**config.mk**
```make
export PLATFORM = sky130hd
export DESIGN_NAME = wsis_top
export DESIGN_NICKNAME = d
export VERILOG_FILES = /design/src/hw/wsis_pkg.sv /design/src/hw/wsis_src_mux.sv /design/src/hw/wsis_top.sv
export SDC_FILE = /design/constraint.sdc
export NUM_CORES = 1
export LEC_CHECK = 0
export ABC_CLOCK_PERIOD_IN_PS = 3850
export BUFFER_PORTS_ARGS = -buffer_cell sky130_fd_sc_hd__buf_2
export CAP_MARGIN = 25
export CORE_ASPECT_RATIO = 0.9
export CORE_MARGIN = 5
export CORE_UTILIZATION = 25
export CTS_CLUSTER_SIZE = 24
export DETAILED_ROUTE_END_ITERATION = 10
export GPL_ROUTABILITY_DRIVEN = 1
export PLACE_DENSITY_LB_ADDON = 0.1
export SLEW_MARGIN = 30
export SYNTH_ARGS = -nofsm -noshare
export SYNTH_HDL_FRONTEND = slang
export SYNTH_SLANG_ARGS = --single-unit
```
**constraint.sdc**
```tcl
create_clock -name CLK_I -period 3.85 [get_ports CLK_I]
set_input_delay 0 -clock CLK_I [delete_from_list [all_inputs] [get_ports CLK_I]]
set_output_delay 0 -clock CLK_I [all_outputs]
set_load 0.02 [all_outputs]
```
**src/hw/wsis_pkg.sv**
```systemverilog
package wsis_pkg;
  // Register offsets on the plain register port
  localparam logic [2:0] ADDR_STEER = 3'h0;
  localparam logic [2:0] ADDR_CLKSEL = 3'h1;
  localparam logic [2:0] ADDR_INSEL = 3'h2;
  localparam logic [2:0] ADDR_CTRL0 = 3'h3;
  localparam logic [2:0] ADDR_CTRL1 = 3'h4;

  // Field positions
  localparam int OVR_LSB = 4;
  localparam int STEER_LSB = 0;
  localparam int CLKSEL_BIT = 0;
  localparam int INSEL_LSB = 0;
  localparam int MODE_LSB = 0;
  localparam int POL_LSB = 0;
  localparam int INVAL_BIT = 5;

  // Values after reset
  localparam logic [7:0] STEER_RST = 8'h00;
  localparam logic CLKSEL_RST = 1'h0;
  localparam logic [3:0] INSEL_RST = 4'h0;
  localparam logic [3:0] POL_RST = 4'h0;

  // Input source codes
  localparam logic [3:0] SRC_LAST = 4'hD;
  localparam int SRC_COUNT = 14;

  // Output modes of the generator
  typedef enum logic [2:0] {
    MODE_STEER = 3'b000,
    MODE_SYNC_STEER = 3'b001,
    MODE_FWD_BRIDGE = 3'b010,
    MODE_REV_BRIDGE = 3'b011,
    MODE_HALF_BRIDGE = 3'b100,
    MODE_PUSH_PULL = 3'b101,
    MODE_RSVD6 = 3'b110,
    MODE_RSVD7 = 3'b111
  } wsis_mode_type;

  localparam wsis_mode_type MODE_RST = MODE_STEER;
endpackage

```
**src/hw/wsis_src_mux.sv**
```systemverilog
`timescale 1ns/10ps
// Picks one internal waveform source; reserved codes yield a steady low
module wsis_src_mux (
  input wire logic [13:0] src_i, // Source channels, index equals code
  input wire logic [3:0] sel_i, // Input source code
  output logic pick_o // Selected level
);
  // Reserved codes connect nothing, so the input rests low and nothing toggles
  always_comb begin
    if (sel_i <= wsis_pkg::SRC_LAST) begin
      pick_o = src_i[sel_i];
    end else begin
      pick_o = 1'b0;
    end
  end
endmodule

```
**src/hw/wsis_top.sv**
```systemverilog
// Design decisions made here: strobed register access and the placing of the registers.
`timescale 1ns/10ps
module wsis_top (
  input wire logic CLK_I, // System clock, 125 MHz
  input wire logic NRST_I, // Synchronous reset, active low
  input wire logic CE_I, // Clock enable, freezes all state when low and NRST_I is high
  input wire logic [2:0] ADDR_I, // Register address
  input wire logic [7:0] WDATA_I, // Write data
  input wire logic WR_I, // Write strobe
  input wire logic RD_I, // Read strobe
  output logic [7:0] RDATA_O, // Read data, valid the cycle after RD_I
  input wire logic [13:0] SRC_I, // Internal waveform sources
  input wire logic SHAPED_WAVEFORM_I, // Shaped data waveform from dead-band stage
  input wire logic [3:0] BRIDGE_OUT_I, // Outputs from bridge and push-pull logic
  output logic GEN_INPUT_O, // Selected generator input
  output logic FAST_CLK_SEL_O, // High selects fast internal oscillator
  output logic [2:0] MODE_O, // Output mode for the rest of the unit
  output logic [3:0] OUT_O // Outputs D..A
);
  logic [7:0] steer_r, steer_nxt;
  logic clksel_r, clksel_nxt;
  logic [3:0] insel_r, insel_nxt;
  wsis_pkg::wsis_mode_type mode_r, mode_nxt;
  logic [3:0] pol_r, pol_nxt;
  logic [3:0] act_en_r, act_en_nxt;
  logic shaped_d_r, shaped_d_nxt;
  logic gen_in_r, gen_in_nxt;
  logic [3:0] out_r, out_nxt;
  logic [7:0] rdata_r, rdata_nxt;
  logic pick;
  logic steering_mode;
  logic [3:0] steer_out;

  // True while steering governs the outputs
  function automatic logic is_steer_mode(input wsis_pkg::wsis_mode_type m);
    is_steer_mode = (m == wsis_pkg::MODE_STEER) || (m == wsis_pkg::MODE_SYNC_STEER);
  endfunction

  wsis_src_mux u_mux (
    .src_i(SRC_I),
    .sel_i(insel_r),
    .pick_o(pick)
  );

  assign steering_mode = is_steer_mode(mode_r);

  // Register writes
  always_comb begin
    steer_nxt = steer_r;
    clksel_nxt = clksel_r;
    insel_nxt = insel_r;
    mode_nxt = mode_r;
    pol_nxt = pol_r;
    if (WR_I) begin
      case (ADDR_I)
        wsis_pkg::ADDR_STEER: steer_nxt = WDATA_I;
        wsis_pkg::ADDR_CLKSEL: clksel_nxt = WDATA_I[wsis_pkg::CLKSEL_BIT];
        wsis_pkg::ADDR_INSEL: insel_nxt = WDATA_I[wsis_pkg::INSEL_LSB +: 4];
        wsis_pkg::ADDR_CTRL0: mode_nxt = wsis_pkg::wsis_mode_type'(WDATA_I[wsis_pkg::MODE_LSB +: 3]);
        wsis_pkg::ADDR_CTRL1: pol_nxt = WDATA_I[wsis_pkg::POL_LSB +: 4];
        default: ;
      endcase
    end
  end

  // Read data stands only in the cycle after the strobe; unmapped reads zero
  always_comb begin
    rdata_nxt = 8'h00;
    if (RD_I) begin
      case (ADDR_I)
        wsis_pkg::ADDR_STEER: rdata_nxt = steer_r;
        wsis_pkg::ADDR_CLKSEL: rdata_nxt = {7'h00, clksel_r};
        wsis_pkg::ADDR_INSEL: rdata_nxt = {4'h0, insel_r};
        wsis_pkg::ADDR_CTRL0: rdata_nxt = {5'h00, mode_r};
        wsis_pkg::ADDR_CTRL1: rdata_nxt = {2'h0, gen_in_r, 1'b0, pol_r};
        default: rdata_nxt = 8'h00;
      endcase
    end
  end

  // Active steering enables; sync mode waits for a rising waveform edge so
  // a write never chops a pulse in the middle
  always_comb begin
    shaped_d_nxt = SHAPED_WAVEFORM_I;
    act_en_nxt = act_en_r;
    if (mode_r == wsis_pkg::MODE_SYNC_STEER) begin
      if (SHAPED_WAVEFORM_I && !shaped_d_r) begin
        act_en_nxt = steer_r[wsis_pkg::STEER_LSB +: 4];
      end
    end else begin
      act_en_nxt = steer_r[wsis_pkg::STEER_LSB +: 4];
    end
  end

  // Per-output steering: waveform with polarity, or override value
  genvar g;
  generate
    for (g = 0; g < 4; g++) begin : g_out
      assign steer_out[g] = act_en_r[g] ? (SHAPED_WAVEFORM_I ^ pol_r[g])
                                        : steer_r[wsis_pkg::OVR_LSB + g];
    end
  endgenerate

  // Output selection by mode
  always_comb begin
    out_nxt = steering_mode ? steer_out : BRIDGE_OUT_I;
    gen_in_nxt = pick;
  end

  // State registers
  always_ff @(posedge CLK_I) begin
    if (!NRST_I) begin
      steer_r <= wsis_pkg::STEER_RST;
      clksel_r <= wsis_pkg::CLKSEL_RST;
      insel_r <= wsis_pkg::INSEL_RST;
      mode_r <= wsis_pkg::MODE_RST;
      pol_r <= wsis_pkg::POL_RST;
      act_en_r <= 4'h0;
      shaped_d_r <= 1'b0;
      gen_in_r <= 1'b0;
      out_r <= 4'h0;
      rdata_r <= 8'h00;
    end else if (CE_I) begin
      steer_r <= steer_nxt;
      clksel_r <= clksel_nxt;
      insel_r <= insel_nxt;
      mode_r <= mode_nxt;
      pol_r <= pol_nxt;
      act_en_r <= act_en_nxt;
      shaped_d_r <= shaped_d_nxt;
      gen_in_r <= gen_in_nxt;
      out_r <= out_nxt;
      rdata_r <= rdata_nxt;
    end
  end

  assign RDATA_O = rdata_r;
  assign GEN_INPUT_O = gen_in_r;
  assign FAST_CLK_SEL_O = clksel_r;
  assign MODE_O = mode_r;
  assign OUT_O = out_r;
endmodule

```
==> flow_summary.json <==
{
  "clock_skew_ns": 0.00626,
  "synth-main-ff-cell": "dfxtp_1",
  "crit_arrival_ns": 1.89,
  "syn_avg_cell_area_um2": 9.53,
  "area_delta_synth_final_pct": 24.2,
  "setup_viol": 0,
  "cts_tree": "yes",
  "synthesis.area_mm2": 0.00190,
  "regToRegEndpoint": "GEN_INPUT_O",
  "r2r_slack_ns": 2.14,
  "rsz0062_at_grt": "false",
  "start_util_pct": 25.4,
  "portBuffers": 51,
  "critPathMaxStageDelay_ns": 0.60,
  "layout_common_cells": "51 x buf_2, 38 x dfxtp_1, 28 x nor2b_1",
  "p_leak_nw": 0.958,
  "cts-root-buf": "clkbuf_8",
  "power_density_mw_per_mm2": 333,
  "tns_ns": 0,
  "drt_iter0_markers": 65,
  "outcome": "finished clean",
  "startpoint_type": "flip-flop",
  "cp_max_fo": 6,
  "first_global_vias": 1628,
  "path_cells": "mux4_1, mux2_2, nor3b_2, nor3_1",
  "grt_first_pass_wirelength_um": 8690,
  "synthDistinctLibCells": 34,
  "layout_commonest_cell": "buf_2",
  "netlist_instances": 199,
  "layout-drive-gt1-share_pct": 27.7,
  "min-delay-start": "WDATA_I[1]",
  "maxCapViolations": 0,
  "post-cts-setup-buffer-count": 0,
  "post-route-drc-count": 0,
  "seq_area_frac_synth_pct": 40.1,
  "drtPass1Iterations": 4,
  "final_max_slew_viol_count": 0,
  "fmaxAchievable_ghz": 0.585,
  "cts_htree_levels": 2,
  "final_cell_area_mm2": 0.00236,
  "clkTransAtPathRegs_ns": 0.07,
  "min_path_cells": 3,
  "cts_max_path_buffers": 2,
  "yosysWarnings": 0,
  "placed_area_mm2": 0.00220,
  "required_ns": 4.04,
  "whs_ns": 0.0136,
  "ir_drop_mv": 0.144,
  "place.gp.congestion": 0.714,
  "fp.dieW_um": 102,
  "clk_latency_ns": 0.29,
  "dp_hpwl_um": 3910,
  "routedWlPerCell_um": 15.5,
  "period_share_pct": 44.4,
  "synth_edf_count": 0,
  "via_per_inst": 4.53,
  "place_ws_ns": 2.04,
  "antenna_found_initial": 0,
  "grt_overflow_total": 0,
  "cts_buffers": 5,
  "hold_end": "steer_r[1]",
  "ys_ff_latch": 38,
  "slew_headroom_pct": 59.6,
  "core_mm2": 0.00747,
  "die_area_mm2": 0.00943,
  "ys_async_sr_fraction_pct": 0,
  "die-height_um": 92.6,
  "rows": 30,
  "synth_fp_nets": 234,
  "io_pins": 52,
  "r2r_cells": 4,
  "cts.sinks": 38,
  "path_class": "flip-flop to flip-flop",
  "grt_max_degree": 38,
  "cts_resized": 0,
  "hold_viol_final": 0,
  "end_kind": "flip-flop",
  "n_antenna_cell": 0,
  "ant_nets": 0,
  "r2r_start": "insel_r[0]",
  "final_util_pct": 31.5,
  "worstMarginPinSlew_ns": 0.604,
  "critPathLaunch": "insel_r[0]",
  "timing.final.ws_setup_ns": 2.14,
  "hold_path_class": "input port to flip-flop",
  "slowest_stage": "mux4_1",
  "num_vias": 1564,
  "routed_wl_um": 5350,
  "grt_use_total_pct": 12.1,
  "fin_crit_ns": 1.71,
  "nets": 283
}
-- layout make-up --
| cell class | count | area (um2) |
|---|---|---|
| clock buffer | 7 | 86.3 |
| clock inverter | 1 | 5.00 |
| fill | 818 | 5110 |
| inverter | 3 | 11.3 |
| multi-input combinational | 143 | 1060 |
| sequential | 38 | 761 |
| tap | 96 | 120 |
| timing repair buffer | 57 | 315 |
-- flip-flops by register name, indices dropped and copies added (netlist names), 3 cells and up --
register / flops
RDATA_O: 8
insel_r: 4
OUT_O: 4
MODE_O: 3
pol_r: 4
act_en_r: 4
steer_r: 8
-- metal layers --
metal	track usage, %	part of all wire (%)	wire length, um	up-vias
met5	0	0	0	-
met4	3.93	1.4	76	0
met3	3.09	4.5	238	8
met2	17.6	42	2240	29
met1	17.4	52	2800	719
li1	-	-	-	808
-- kinds of logic (layout without fill, tap and decap cells) --
kind of cell	Yosys count	in the layout	share of synthesized area [%]
AOI/OAI and AO/OA	42	42	15.6
xor gates and xnor gates	4	4	1.85
buffers and inverters	18	68	4.16
DFF	38	38	40.1
muxes	30	30	18.6
and+or+nand+nor	67	67	19.7
-- cells in the mapped netlist, types with 3 or more instances --
master / n / area (um2)
a211oi_1: 4 / 30.0
a21boi_0: 10 / 75.1
a21oi_1: 5 / 25.0
clkbuf_1: 10 / 37.5
dfxtp_1: 38 / 761
inv_1: 3 / 11.3
mux2_2: 3 / 33.8
mux2i_1: 24 / 240
mux4_1: 3 / 78.8
nand2_1: 18 / 67.6
nand4_1: 3 / 18.8
nor2_1: 6 / 22.5
nor2b_1: 28 / 175
o21ai_0: 10 / 50.1
o221a_2: 4 / 45.0
o22ai_1: 3 / 18.8
xnor2_1: 4 / 35.0
-- how the worst max path moves through the flow --
stage	depth (start not counted)	slack (ns)	end
2_1_floorplan	5	2.32	GEN_INPUT_O
3_3_place_gp	4	2.12	GEN_INPUT_O
3_5_place_dp	5	2.04	steer_r[6]
4_1_cts	4	2.11	GEN_INPUT_O
5_1_grt	4	2.05	GEN_INPUT_O
6_report	4	2.14	GEN_INPUT_O
-- critical path: cells and delay by family (launching register included) --
family,cells,cell delay [ns]
and+or+nand+nor,2,0.22
muxes,2,0.89
DFF,1,0.49
-- timing repair --
item                       in CTS  in global routing
hold buffers                    6                  0
hold endpoints to repair        6                  0
setup endpoints to repair       0                  0
-- metrics by stage --
stage	std cells	power, mW
6_report	345	0.783
4_1_cts	345	0.798
5_1_grt	345	0.822
3_3_place_gp	331	0.500
3_5_place_dp	331	0.500
2_1_floorplan	199	0.466
-- report_power, final --
part	switching [mW]	internal [mW]
registers	0.00516	0.400
logic	0.0466	0.0430
clock network	0.145	0.145
total	0.196	0.587
No activity file was read; power rests on OpenSTA's default activity.
